===== config.mk =====
export PLATFORM = sky130hd
export DESIGN_NAME = lsb_timing
export DESIGN_NICKNAME = d
export VERILOG_FILES = /design/src/common/lsb_pkg.sv /design/src/design/lsb_timing.sv
export SDC_FILE = /design/constraint.sdc
export NUM_CORES = 1
export LEC_CHECK = 0
export BUFFER_PORTS_ARGS = -buffer_cell sky130_fd_sc_hd__buf_2
export CORE_ASPECT_RATIO = 0.7
export CORE_MARGIN = 1
export CORE_UTILIZATION = 48
export CTS_CLUSTER_DIAMETER = 150
export DETAILED_ROUTE_END_ITERATION = 6
export PLACE_DENSITY = 0.76
export SYNTH_ARGS = -nofsm -noshare
export SYNTH_HDL_FRONTEND = slang
export SYNTH_SLANG_ARGS = --single-unit

===== constraint.sdc =====
create_clock -name pclk -period 1.9 [get_ports pclk]
set_input_delay 0.095 -clock pclk [delete_from_list [all_inputs] [get_ports pclk]]
set_output_delay 0.095 -clock pclk [all_outputs]
set_load 0.01 [all_outputs]

===== src/common/lsb_pkg.sv =====
// package: register map, field layout and state encoding for the sync/bias/pixel-clock timing block
package lsb_pkg;
	// register byte offsets
	localparam logic [7:0] OFS_CTRL = 8'h00;
	localparam logic [7:0] OFS_TIMING2 = 8'h04;
	localparam logic [7:0] OFS_STATUS = 8'h08;
	// control register fields
	localparam int CTRL_ENABLE = 0;
	localparam int CTRL_ACTIVE_MODE = 1;
	localparam int CTRL_PARALLEL_IN = 2;
	// timing register fields
	localparam int T2_DIVIDER_LSB = 0;
	localparam int T2_BIAS_PERIOD_LSB = 8;
	localparam int T2_BIAS_IRQ_COUNT_LSB = 16;
	localparam int T2_PIXEL_CLOCK_INVERT = 22;
	localparam int T2_SYNC_EDGE_SELECT = 24;
	localparam int T2_SYNC_EDGE_OVERRIDE_EN = 25;
	localparam logic [31:0] T2_WRITE_MASK = 32'h034F_FFFF;
	localparam logic [31:0] CTRL_WRITE_MASK = 32'h0000_0007;
	// status register fields
	localparam int ST_DISABLED = 0;
	localparam int ST_SYNC_LOST = 2;
	localparam int ST_BIAS_COUNT = 3;
	localparam int ST_UNDERFLOW = 5;
	localparam int ST_OVERRUN = 7;
	localparam int NUM_STICKY_EVT = 3;
	// reset values
	localparam logic [31:0] CTRL_RESET = 32'h0000_0000;
	localparam logic [31:0] T2_RESET = 32'h0000_0000;
	// smallest divider the clock generator can realise
	localparam logic [7:0] DIVIDER_MIN = 8'h02;
	localparam logic [7:0] ZERO8 = 8'h00;
	localparam logic [3:0] ZERO4 = 4'h0;
	localparam logic [7:0] ONE8 = 8'h01;
	localparam logic [3:0] ONE4 = 4'h1;
	// controller sequencing, gray along idle -> load -> run
	typedef enum logic [1:0]
	{
		LSB_IDLE = 2'b00,
		LSB_LOAD = 2'b01,
		LSB_RUN = 2'b11
	} lsb_state_t;
endpackage


===== src/design/lsb_timing.sv =====
// sync edge, bias pin and pixel clock generation with apb register slave
//
// Functional notes
// - default: sync on falling, data on rising edge
// - inverted clock: sync rising, data falling edge
// - override enable lets select bit pick sync edge
// - enable loads 4-bit transition count, counts inversions
// - transition counter at zero stops, sets status
// - while status set, counter reloads and holds
// - counts 0..15; zero disables transition interrupt
// - enable loads 8-bit period, decrements per line
// - period counter zero inverts bias pin, reloads
// - active mode: bias pin is data output enable
// - pixel clock is controller clock over divider
// - parallel input: pixel clock drives and latches data
// - any set status bit drives interrupt request
// - sticky bits cleared by writing one only
// - read-only flags ignore software writes
// - status reports fifo, bias, disable, dma sources
// - bias count status sits at status bit 3
// - transition count field at timing bits 19:16
//
// The register addresses and register access over APB are this design's own decisions.
`timescale 1ns/100ps
module lsb_timing
	import lsb_pkg::*;
(
	// apb slave
	input wire logic pclk,
	input wire logic presetn,
	input wire logic psel,
	input wire logic penable,
	input wire logic pwrite,
	input wire logic [7:0] paddr,
	input wire logic [31:0] pwdata,
	output logic [31:0] prdata,
	output logic pready,
	output logic pslverr,
	// requests from the frame timing generator
	input wire logic line_clk_pulse,
	input wire logic hsync_req,
	input wire logic vsync_req,
	input wire logic [15:0] pixel_data_in,
	input wire logic pixel_data_valid,
	// fifo and dma events and flags
	input wire logic fifo_overrun_evt,
	input wire logic dma_base_update_evt,
	input wire logic dma_bus_error_evt,
	input wire logic fifo_underflow_flag,
	input wire logic sync_lost_flag,
	// panel pins
	output logic pixel_clock_pin,
	output logic hsync_pin,
	output logic vsync_pin,
	output logic [15:0] pixel_data_pin,
	output logic bias_toggle_pin,
	output logic fifo_latch_strobe,
	output logic lcd_irq
);
	lsb_state_t state_r, state_nxt;
	logic [31:0] ctrl_r, ctrl_nxt;
	logic [31:0] t2_r, t2_nxt;
	logic [31:0] prdata_r, prdata_nxt;
	logic pready_r, pready_nxt;
	logic pslverr_r, pslverr_nxt;
	logic [NUM_STICKY_EVT-1:0] sticky_r, sticky_nxt;
	logic bias_status_r, bias_status_nxt;
	logic [7:0] div_r, div_nxt;
	logic [7:0] div_cnt_r, div_cnt_nxt;
	logic pix_r, pix_nxt;
	logic [7:0] per_cnt_r, per_cnt_nxt;
	logic [3:0] trn_cnt_r, trn_cnt_nxt;
	logic bias_r, bias_nxt;
	logic hs_r, hs_nxt, vs_r, vs_nxt;
	logic [15:0] data_r, data_nxt;
	logic latch_r, latch_nxt;
	logic irq_r, irq_nxt;
	logic apb_wr, apb_rd;
	logic rise_evt, fall_evt, sync_evt, data_evt;
	logic [NUM_STICKY_EVT-1:0] evt_in, w1c;
	logic [31:0] status_val;

	// true when the address hits a mapped register
	function automatic logic reg_hit(input logic [7:0] a);
		reg_hit = (a == OFS_CTRL) || (a == OFS_TIMING2) || (a == OFS_STATUS);
	endfunction

	// one wait state: the access completes on the second cycle of the access phase
	assign apb_wr = psel && penable && pready_r && pwrite;
	assign apb_rd = psel && penable && !pready_r && !pwrite;

	wire logic en = ctrl_r[CTRL_ENABLE];
	wire logic active_mode = ctrl_r[CTRL_ACTIVE_MODE];
	wire logic [3:0] bias_irq_count = t2_r[T2_BIAS_IRQ_COUNT_LSB +: 4];
	wire logic [7:0] bias_period = t2_r[T2_BIAS_PERIOD_LSB +: 8];
	wire logic [7:0] divider_field = t2_r[T2_DIVIDER_LSB +: 8];
	wire logic clk_invert = t2_r[T2_PIXEL_CLOCK_INVERT];
	wire logic ovr = t2_r[T2_SYNC_EDGE_OVERRIDE_EN];
	wire logic sel = t2_r[T2_SYNC_EDGE_SELECT];

	always_comb
	begin
		status_val = '0;
		status_val[ST_DISABLED] = !en;
		status_val[ST_SYNC_LOST] = sync_lost_flag;
		status_val[ST_BIAS_COUNT] = bias_status_r;
		status_val[ST_UNDERFLOW] = fifo_underflow_flag;
		status_val[ST_OVERRUN +: NUM_STICKY_EVT] = sticky_r;
	end

	// register file and bus answer
	always_comb
	begin
		ctrl_nxt = ctrl_r;
		t2_nxt = t2_r;
		prdata_nxt = prdata_r;
		pready_nxt = psel && penable && !pready_r;
		pslverr_nxt = psel && penable && !pready_r && !reg_hit(paddr);
		if (apb_wr && paddr == OFS_CTRL)
		begin
			ctrl_nxt = pwdata & CTRL_WRITE_MASK;
		end
		if (apb_wr && paddr == OFS_TIMING2)
		begin
			t2_nxt = pwdata & T2_WRITE_MASK;
		end
		if (apb_rd)
		begin
			case (paddr)
				OFS_CTRL: prdata_nxt = ctrl_r;
				OFS_TIMING2: prdata_nxt = t2_r;
				OFS_STATUS: prdata_nxt = status_val;
				default: prdata_nxt = '0;
			endcase
		end
	end

	always_ff @(posedge pclk or negedge presetn)
	begin
		if (!presetn)
		begin
			ctrl_r <= CTRL_RESET;
			t2_r <= T2_RESET;
			prdata_r <= '0;
			pready_r <= 1'b0;
			pslverr_r <= 1'b0;
		end
		else
		begin
			ctrl_r <= ctrl_nxt;
			t2_r <= t2_nxt;
			prdata_r <= prdata_nxt;
			pready_r <= pready_nxt;
			pslverr_r <= pslverr_nxt;
		end
	end

	// sticky event bits: a new event wins over a clear in the same cycle
	assign evt_in = {dma_bus_error_evt, dma_base_update_evt, fifo_overrun_evt};
	assign w1c = (apb_wr && paddr == OFS_STATUS && reg_hit(paddr)) ?
		pwdata[ST_OVERRUN +: NUM_STICKY_EVT] : '0;
	genvar gi;
	generate
		for (gi = 0; gi < NUM_STICKY_EVT; gi++)
		begin : g_sticky
			assign sticky_nxt[gi] = evt_in[gi] || (sticky_r[gi] && !w1c[gi]);
		end
	endgenerate

	// controller sequencing
	always_comb
	begin
		case (state_r)
			LSB_IDLE: state_nxt = en ? LSB_LOAD : LSB_IDLE;
			LSB_LOAD: state_nxt = en ? LSB_RUN : LSB_IDLE;
			LSB_RUN: state_nxt = en ? LSB_RUN : LSB_IDLE;
			default: state_nxt = LSB_IDLE;
		endcase
	end

	// pixel clock: high from count 0, low from half way; divider captured at load
	assign rise_evt = (state_r == LSB_RUN) && (div_cnt_r == ZERO8);
	assign fall_evt = (state_r == LSB_RUN) && (div_cnt_r == (div_r >> 1));
	assign sync_evt = ovr ? (sel ? rise_evt : fall_evt) : (clk_invert ? rise_evt : fall_evt);
	assign data_evt = clk_invert ? fall_evt : rise_evt;

	always_comb
	begin
		div_nxt = div_r;
		div_cnt_nxt = ZERO8;
		pix_nxt = 1'b0;
		case (state_r)
			LSB_LOAD:
			begin
				div_nxt = (divider_field < DIVIDER_MIN) ? DIVIDER_MIN : divider_field;
			end
			LSB_RUN:
			begin
				div_cnt_nxt = (div_cnt_r == div_r - ONE8) ? ZERO8 : div_cnt_r + ONE8;
				pix_nxt = rise_evt ? 1'b1 : (fall_evt ? 1'b0 : pix_r);
			end
			default:
			begin
				div_nxt = div_r;
			end
		endcase
	end

	// sync and data outputs follow their chosen pixel clock edge
	always_comb
	begin
		hs_nxt = sync_evt ? hsync_req : hs_r;
		vs_nxt = sync_evt ? vsync_req : vs_r;
		data_nxt = data_evt ? (pixel_data_valid ? pixel_data_in : '0) : data_r;
		latch_nxt = ctrl_r[CTRL_PARALLEL_IN] && data_evt;
		if (state_r != LSB_RUN)
		begin
			hs_nxt = 1'b0;
			vs_nxt = 1'b0;
			data_nxt = '0;
		end
	end

	// bias pin and its two counters
	always_comb
	begin
		per_cnt_nxt = per_cnt_r;
		trn_cnt_nxt = trn_cnt_r;
		bias_nxt = bias_r;
		bias_status_nxt = bias_status_r;
		case (state_r)
			LSB_LOAD:
			begin
				per_cnt_nxt = bias_period;
				trn_cnt_nxt = bias_irq_count;
			end
			LSB_RUN:
			begin
				if (active_mode)
				begin
					// period is ignored; pin marks the beats on which data is driven
					if (data_evt)
					begin
						bias_nxt = pixel_data_valid;
					end
				end
				else if (line_clk_pulse)
				begin
					if (per_cnt_r == ZERO8)
					begin
						bias_nxt = !bias_r;
						per_cnt_nxt = bias_period;
					end
					else
					begin
						per_cnt_nxt = per_cnt_r - ONE8;
					end
				end
				if (bias_status_r || bias_irq_count == ZERO4)
				begin
					trn_cnt_nxt = bias_irq_count;
				end
				else if (bias_nxt != bias_r && trn_cnt_r != ZERO4)
				begin
					trn_cnt_nxt = trn_cnt_r - ONE4;
					if (trn_cnt_r == ONE4)
					begin
						bias_status_nxt = 1'b1;
					end
				end
			end
			default:
			begin
				bias_nxt = 1'b0;
			end
		endcase
		// a set in this cycle wins over the software clear
		if (apb_wr && paddr == OFS_STATUS && pwdata[ST_BIAS_COUNT] && bias_status_nxt == bias_status_r)
		begin
			bias_status_nxt = 1'b0;
		end
	end

	// any set status bit or flag holds the request
	assign irq_nxt = |{sticky_nxt, bias_status_nxt, !ctrl_nxt[CTRL_ENABLE], sync_lost_flag, fifo_underflow_flag};

	always_ff @(posedge pclk or negedge presetn)
	begin
		if (!presetn)
		begin
			state_r <= LSB_IDLE;
			sticky_r <= '0;
			bias_status_r <= 1'b0;
			div_r <= DIVIDER_MIN;
			div_cnt_r <= ZERO8;
			pix_r <= 1'b0;
			per_cnt_r <= ZERO8;
			trn_cnt_r <= ZERO4;
			bias_r <= 1'b0;
			hs_r <= 1'b0;
			vs_r <= 1'b0;
			data_r <= '0;
			latch_r <= 1'b0;
			irq_r <= 1'b0;
		end
		else
		begin
			state_r <= state_nxt;
			sticky_r <= sticky_nxt;
			bias_status_r <= bias_status_nxt;
			div_r <= div_nxt;
			div_cnt_r <= div_cnt_nxt;
			pix_r <= pix_nxt;
			per_cnt_r <= per_cnt_nxt;
			trn_cnt_r <= trn_cnt_nxt;
			bias_r <= bias_nxt;
			hs_r <= hs_nxt;
			vs_r <= vs_nxt;
			data_r <= data_nxt;
			latch_r <= latch_nxt;
			irq_r <= irq_nxt;
		end
	end

	assign prdata = prdata_r;
	assign pready = pready_r;
	assign pslverr = pslverr_r;
	assign pixel_clock_pin = pix_r;
	assign hsync_pin = hs_r;
	assign vsync_pin = vs_r;
	assign pixel_data_pin = data_r;
	assign bias_toggle_pin = bias_r;
	assign fifo_latch_strobe = latch_r;
	assign lcd_irq = irq_r;
endmodule


==> flow_metrics.py, run 1 <==
metrics = {
    "clocking": {
        "clock_sinks": 107,
        "cts_buffer_depth": 2,
        "cts_tree": "built",
        "h-tree-depth": 3,
        "ctsRootBufferMaster": "clkbuf_16",
        "cts_buffers": 9,
        "worstSkewPairLatency_ns": 0.35,
        "clkTransAtPathRegs_ns": 0.07,
    },
    "timing": {
        "slew_violations": 0,
        "fmax_ghz": 0.4680,
        "post-route-period-util_pct": 112.5,
        "worstMarginPinSlew_ns": 0.6291,
        "rsz0062_at_grt": "yes",
        "whs_ns": -0.02971,
        "period_needed_ns": 2.137,
        "setup_ws_ns": -0.2369,
        "clock_skew_ns": 0.009919,
        "maxSlewHeadroom_pct": 58.06,
        "final_hold_viol_count": 1,
        "setup_viol": 23,
    },
    "finish": {
        "num-fill-cells": 777,
        "syn2layout_area_growth_pct": 36.30,
        "nets": 735,
        "final_common_cell": "buf_2",
        "antenna_cells": 0,
        "mostFrequentLayoutCells": "106 x buf_2, 104 x dfrtp_1, 45 x buf_4, 42 x dlygate4sd3_1, 34 x nand2_1",
        "fin_util_pct": 67.71,
        "drive_gt1_share_pct": 37.71,
        "fin_area_um2": 7038,
    },
    "die": {
        "start_util_pct": 49.68,
        "die_area_um2": 11180,
        "num_rows": 31,
        "die_x_um": 126.0,
        "die_h_um": 88.78,
        "ioPinCount": 126,
        "coreArea_um2": 10400,
    },
    "critical_path": {
        "cp_max_fo": 4,
        "cp-end-kind": "register",
        "path_cells": "xnor2_1 -> nand4_1 -> or4_4 -> o21ai_4 -> a31oi_1 -> a311o_1",
        "critPathKind": "reg -> reg",
        "slowest_stage": "dfstp_2",
        "critical_path_required_ns": 2.13,
        "critical_path.max_stage_delay_ns": 0.55,
        "reg2regPathDepth": 6,
        "crit_path_start_kind": "register",
        "critPathArrivalTime_ns": 2.37,
    },
    "detailed_routing": {
        "wire_per_inst_um": 18.00,
        "drc": 0,
        "ant_nets": 0,
        "vias": 4471,
        "wl_um": 14310,
        "drt_iter0_markers": 361,
        "firstDrtPassIters": 4,
        "via_per_inst": 5.624,
    },
    "grt": {
        "grt_pass1_vias": 4298,
        "grt_start_max_net_pins": 48,
        "overflow": 0,
        "grt.total_usage_pct": 25.56,
        "antenna_found_initial": 0,
        "grt_pass1_wl_um": 21890,
    },
    "synthesis": {
        "synth_edf_count": 0,
        "synth_cells": 474,
        "seq_area_frac_synth_pct": 51.88,
        "syn-cell-area_um2": 5164,
        "ys.flop_type": "dfrtp_1",
        "synth-seq-cells": 107,
        "ys_types": 59,
        "yosysWarningCount": 0,
        "synth-async-reset-ratio_pct": 100.0,
        "avgSynthCellArea_um2": 10.89,
    },
    "power_and_ir_drop": {
        "power_mw": 4.639,
        "vdd_drop_max_uv": 662.3,
        "p_leak_nw": 3.423,
        "power_density_nw_per_um2": 659.1,
    },
    "run_status": {
        "violations": "hold timing, setup timing",
        "status": "complete, but fails checks",
    },
    "min_path": {
        "hp-class": "in -> reg",
        "hold_depth": 2,
    },
    "placed_design": {
        "gp_congestion": 0.8806,
        "io_buffers": 107,
        "placed_area_um2": 6066,
        "dp_hpwl_um": 9434,
    },
    "flow_run": {
        "maxCapViolCount": 0,
    },
}
-- repair_timing --
item,4_1_cts,5_1_grt
gates cloned,0,1
buffers inserted,1,7
endpoints found under the setup margin,29,39
resized for setup,9,34
hold buffers,42,0
endpoints found under the hold margin,84,0
pin swaps,4,13
-- area by class of cell --
| cell class | count | area, um2 | area share (%) |
|---|---|---|---|
| clock buffer | 10 | 239.0 | 3.396 |
| clock inverter | 6 | 72.57 | 1.031 |
| inverter | 19 | 71.32 | 1.013 |
| multi-input combinational | 321 | 2415 | 34.31 |
| sequential | 107 | 2681 | 38.10 |
| tap | 132 | 165.2 | 2.347 |
| timing repair buffer | 200 | 1394 | 19.80 |
-- registers in the layout (all words and copies together), names as in the netlist --
name / flops
bias_status_r: 1
bias_toggle_pin: 1
ctrl_r: 3
div_cnt_r: 8
div_r: 8
fifo_latch_strobe: 1
hsync_pin: 1
lcd_irq: 1
per_cnt_r: 8
pixel_clock_pin: 1
pixel_data_pin: 16
prdata: 23
pready: 1
pslverr: 1
state_r: 2
sticky_r: 3
t2_r: 23
trn_cnt_r: 4
vsync_pin: 1
-- cell usage after synthesis, drive strengths merged, types with 2 or more instances --
cell type  count  share of area (%)
nor3          15                1.5
a22oi          6               0.87
o211ai         2               0.48
mux2          32                7.0
or3            4               0.48
a21o           3               0.44
inv           19                1.4
and2           3               0.36
nor4           7                1.1
or2            3               0.36
and4           3               0.51
nand3         10               0.97
nand3b         2               0.29
nand4          3               0.36
nand2b         4               0.48
buf           20                2.7
nor2          30                2.2
a21oi         21                2.0
clkbuf        15                1.1
a21boi         2               0.29
a211oi         2               0.29
or4            2               0.36
nand4b         3               0.51
ha             7                1.7
and3           4               0.53
o22ai          2               0.24
xor2           6                1.0
a31oi          5               0.61
nor2b          4               0.48
a31o           3               0.51
xnor2         18                3.3
a22o          31                5.3
o21ai         21                2.3
dfrtp        106                 51
nor4b          2               0.34
mux2i          6                1.2
nand2         35                2.5
-- where the power goes --
group | switching [mW] | leakage, nW | internal [mW]
Combinational | 0.192 | 1.84 | 0.196
Clock | 0.858 | 0.155 | 1.07
Sequential | 0.0223 | 1.43 | 2.30
-- through the flow --
stage               setup TNS, ns  std cells  hold WS (ns)  worst slack (ns)
CTS                        -1.002        787    0.00002004           -0.1134
floorplan                 -0.1408        482       -0.2006          -0.01862
detailed placement         -1.713        728        0.1439           -0.1185
finish                     -3.344        795      -0.02971           -0.2369
global placement          -0.6377        728        0.1404          -0.04908
global route               -5.636        795      -0.01739           -0.3193
-- final timing paths --
check	from	to	slack [ns]
min	pixel_data_in[12]	pixel_data_pin[12]	-0.03
max in group asynchronous	presetn	div_r[1]	0.94
min reg2reg	pready	pready	0.49
max	div_r[1]	trn_cnt_r[2]	-0.24
min in group asynchronous	presetn	pixel_data_pin[11]	0.29
max reg2reg	div_r[1]	trn_cnt_r[2]	-0.24
-- critical path, delay by kind of cell, from the launching register on --
kind / cells / cell delay (ns)
simple gates: 2 / 0.69
flops: 1 / 0.55
compound gates: 3 / 0.63
xor+xnor: 1 / 0.14
-- per-layer routing --
layer | routed length, um | GRT usage [%]
met5 | 0 | 0
met4 | 276 | 7.558
met3 | 939 | 6.106
met2 | 6746 | 41.44
met1 | 6346 | 34.59
-- kinds of logic (layout without fill, tap and decap cells) --
kind of cell	after synthesis	in the layout	synth area share, %
and+or+nand+nor	134	134	13.33
AOI/OAI and AO/OA	109	109	15.29
DFF	107	107	51.88
buffers and inverters	54	235	5.234
muxes	38	38	8.142
xor gates and xnor gates	24	24	4.361
adders and majority gates	7	7	1.696
other	1	9	0.07262
No activity file was read; power rests on OpenSTA's default activity.
==> run 2: changes to the inputs <==
--- a/config.mk
+++ b/config.mk
@@ -6,12 +6,13 @@
 export NUM_CORES = 1
 export LEC_CHECK = 0
 export BUFFER_PORTS_ARGS = -buffer_cell sky130_fd_sc_hd__buf_2
+export CAP_MARGIN = 20
 export CORE_ASPECT_RATIO = 0.7
 export CORE_MARGIN = 1
-export CORE_UTILIZATION = 48
+export CORE_UTILIZATION = 30
 export CTS_CLUSTER_DIAMETER = 150
 export DETAILED_ROUTE_END_ITERATION = 6
-export PLACE_DENSITY = 0.76
+export SETUP_SLACK_MARGIN = 0.15
 export SYNTH_ARGS = -nofsm -noshare
 export SYNTH_HDL_FRONTEND = slang
 export SYNTH_SLANG_ARGS = --single-unit
==> run 2 against run 1 <==
Effect of this change: first-iteration DRC count down 11%; sequential share of layout area down 1.0 points; highest routed layer unchanged; sequential cell count unchanged; non-clock buffer count up 5; largest cell class unchanged; setup slack better by 0.12 ns; clock power about the same; clock skew about the same; worst hold slack better by 0.040 ns; utilization down 24 points; the flow finishes with violations (setup timing).
==> flow_metrics.py, run 2 (synthesis results as in run 1) <==
metrics = {
    "run_status": {
        "status": "complete, but fails checks",
        "violations": "setup timing",
    },
    "die": {
        "die_h_um": 111.8,
        "die_x_um": 158.8,
        "start_util_pct": 31.12,
        "num_rows": 39,
        "die_area_um2": 17750,
        "ioPinCount": 126,
        "coreArea_um2": 16590,
    },
    "flow_run": {
        "maxCapViolCount": 0,
    },
    "timing": {
        "setup_tns_ns": -1.082,
        "clock_skew_ns": 0.009470,
        "final_hold_viol_count": 0,
        "period_needed_ns": 2.016,
        "setup_viol": 25,
        "worstMarginPinSlew_ns": 0.5812,
        "rsz0062_at_grt": "yes",
        "post-route-period-util_pct": 106.1,
        "slew_violations": 0,
        "maxSlewHeadroom_pct": 60.96,
        "setup_ws_ns": -0.1165,
        "fmax_ghz": 0.4959,
    },
    "detailed_routing": {
        "via_per_inst": 4.871,
        "ant_nets": 0,
        "highest_layer": "met4",
        "drt_iter0_markers": 321,
        "m1WireLength_um": 7066,
        "vias": 4350,
        "firstDrtPassIters": 4,
        "wl_met2_um": 5999,
        "wl_met3_um": 799,
        "drc": 0,
        "wl_um": 14140,
        "wire_per_inst_um": 15.84,
    },
    "power_and_ir_drop": {
        "p_seq_share_pct": 50.3,
        "p_sw_mw": 1.085,
        "power.internal_mw": 3.524,
        "swShare_pct": 23.53,
        "clkPwrFrac_pct": 41.4,
        "power_mw": 4.609,
        "power_density_nw_per_um2": 637.3,
        "vdd_drop_max_uv": 369.8,
        "pwr-share-comb_pct": 8.3,
        "p_leak_nw": 3.441,
    },
    "finish": {
        "nets": 740,
        "multiInputGateArea_um2": 2460,
        "antenna_cells": 0,
        "seq_area_um2": 2683,
        "syn2layout_area_growth_pct": 40.05,
        "fin_cells": 893,
        "mostFrequentLayoutCells": "106 x buf_2, 103 x dfrtp_1, 46 x buf_4, 44 x dlygate4sd3_1, 33 x nand2_1",
        "drive_gt1_share_pct": 38.47,
        "fin_area_um2": 7232,
        "final_common_cell": "buf_2",
        "num-fill-cells": 1551,
    },
    "clocking": {
        "cts_buffers": 9,
        "clkTransAtPathRegs_ns": 0.07,
        "h-tree-depth": 3,
        "worstSkewPairLatency_ns": 0.35,
        "cts_tree": "built",
        "ctsRootBufferMaster": "clkbuf_16",
        "clock_sinks": 107,
        "cts_buffer_depth": 2,
    },
    "critical_path": {
        "reg2reg_setup_slack_ns": -0.12,
        "cp.depth": 6,
        "r2r_end": "trn_cnt_r[2]",
        "path_cells": "xnor2_1 -> nand4_1 -> or4_4 -> o21ai_4 -> a31oi_1 -> a311o_1",
        "crit_path_start_kind": "register",
        "critPathArrivalTime_ns": 2.25,
        "cp_max_fo": 4,
        "slowest_stage": "dfstp_2",
        "cp_num_buf_inv": 0,
        "cp-end-kind": "register",
        "reg2reg_from": "div_r[1]",
        "critPathKind": "reg -> reg",
        "cp_top_family": "simple AND/OR/NAND/NOR gates",
        "crit_start": "div_r[1]",
        "critical_path_required_ns": 2.13,
        "critical_path.max_stage_delay_ns": 0.54,
        "reg2regPathDepth": 6,
        "endpoint": "trn_cnt_r[2]",
    },
    "grt": {
        "overflow": 0,
        "grt_start_max_net_pins": 41,
        "antenna_found_initial": 0,
        "grt_pass1_vias": 4411,
        "grt_pass1_wl_um": 22910,
        "grt.total_usage_pct": 16.19,
    },
    "placed_design": {
        "dp.cells": 828,
        "placed_area_um2": 6228,
        "gp_congestion": 0.8394,
        "dp_slack_ns": -0.1018,
        "dp_hpwl_um": 10150,
        "io_buffers": 107,
    },
    "min_path": {
        "hp-class": "in -> reg",
    },
}
==> run 2: cell count changes in the layout (fill, tap and decap cells not counted), sizes merged <==
cell	previous run	this run
clkinv	4	3
clkbuf	10	9
buf	158	161
dlygate4sd3	42	44
inv	20	21
clkinvlp	0	1
==> run 2: routing by layer <==
layer / up-vias / global-route usage (%)
met5: - / 0
met4: 0 / 5.178
met3: 22 / 4.396
met2: 158 / 23.83
met1: 2108 / 22.97
li1: 2062 / -
==> run 2: through the flow <==
step                      util [%]  hold WS [ns]
final                        43.59       0.01006
after global routing         43.59      0.004080
after CTS                    42.60     0.0001824
after detailed placement     37.54       0.03305
after global placement       37.54       0.02820
after floorplan                  -       -0.2006
==> run 2: layout make-up <==
cell class | count | area share (%)
Sequential cell | 107 | 37.09
Multi-Input combinational cell | 321 | 34.01
Timing Repair Buffer | 205 | 19.84
Tap cell | 225 | 3.893
Clock buffer | 9 | 3.114
Clock inverter | 7 | 1.055
Inverter | 19 | 0.9862
==> run 2: power by group through the flow <==
stage          combinational (mW)  clock (mW)  sequential, mW
2_1_floorplan               0.128           0            2.36
3_3_place_gp                0.279           0            2.36
3_5_place_dp                0.286           0            2.36
4_1_cts                     0.366        1.96            2.32
5_1_grt                     0.422        2.06            2.32
6_report                    0.383        1.91            2.32
==> run 2: timing repair <==
item / 4_1_cts / 5_1_grt
setup buffers: 2 / 2
endpoints found under the setup margin: 34 / 55
gates resized for setup: 25 / 26
pin swaps: 7 / 10
cloned: 1 / 0
endpoints found under the hold margin: 62 / 2
hold buffers: 42 / 2
==> run 2: how the worst min path moves through the flow <==
stage                    from                 to  slack [ns]  depth (start not counted)
detailed placement    presetn  pixel_data_pin[5]        0.03                          1
floorplan             presetn      bias_status_r       -0.20                          0
global placement      presetn  pixel_data_pin[5]        0.03                          1
CTS                 pwdata[7]            t2_r[7]      0.0002                          2
finish              pwdata[9]            t2_r[9]        0.01                          2
global route        pwdata[9]            t2_r[9]       0.004                          2
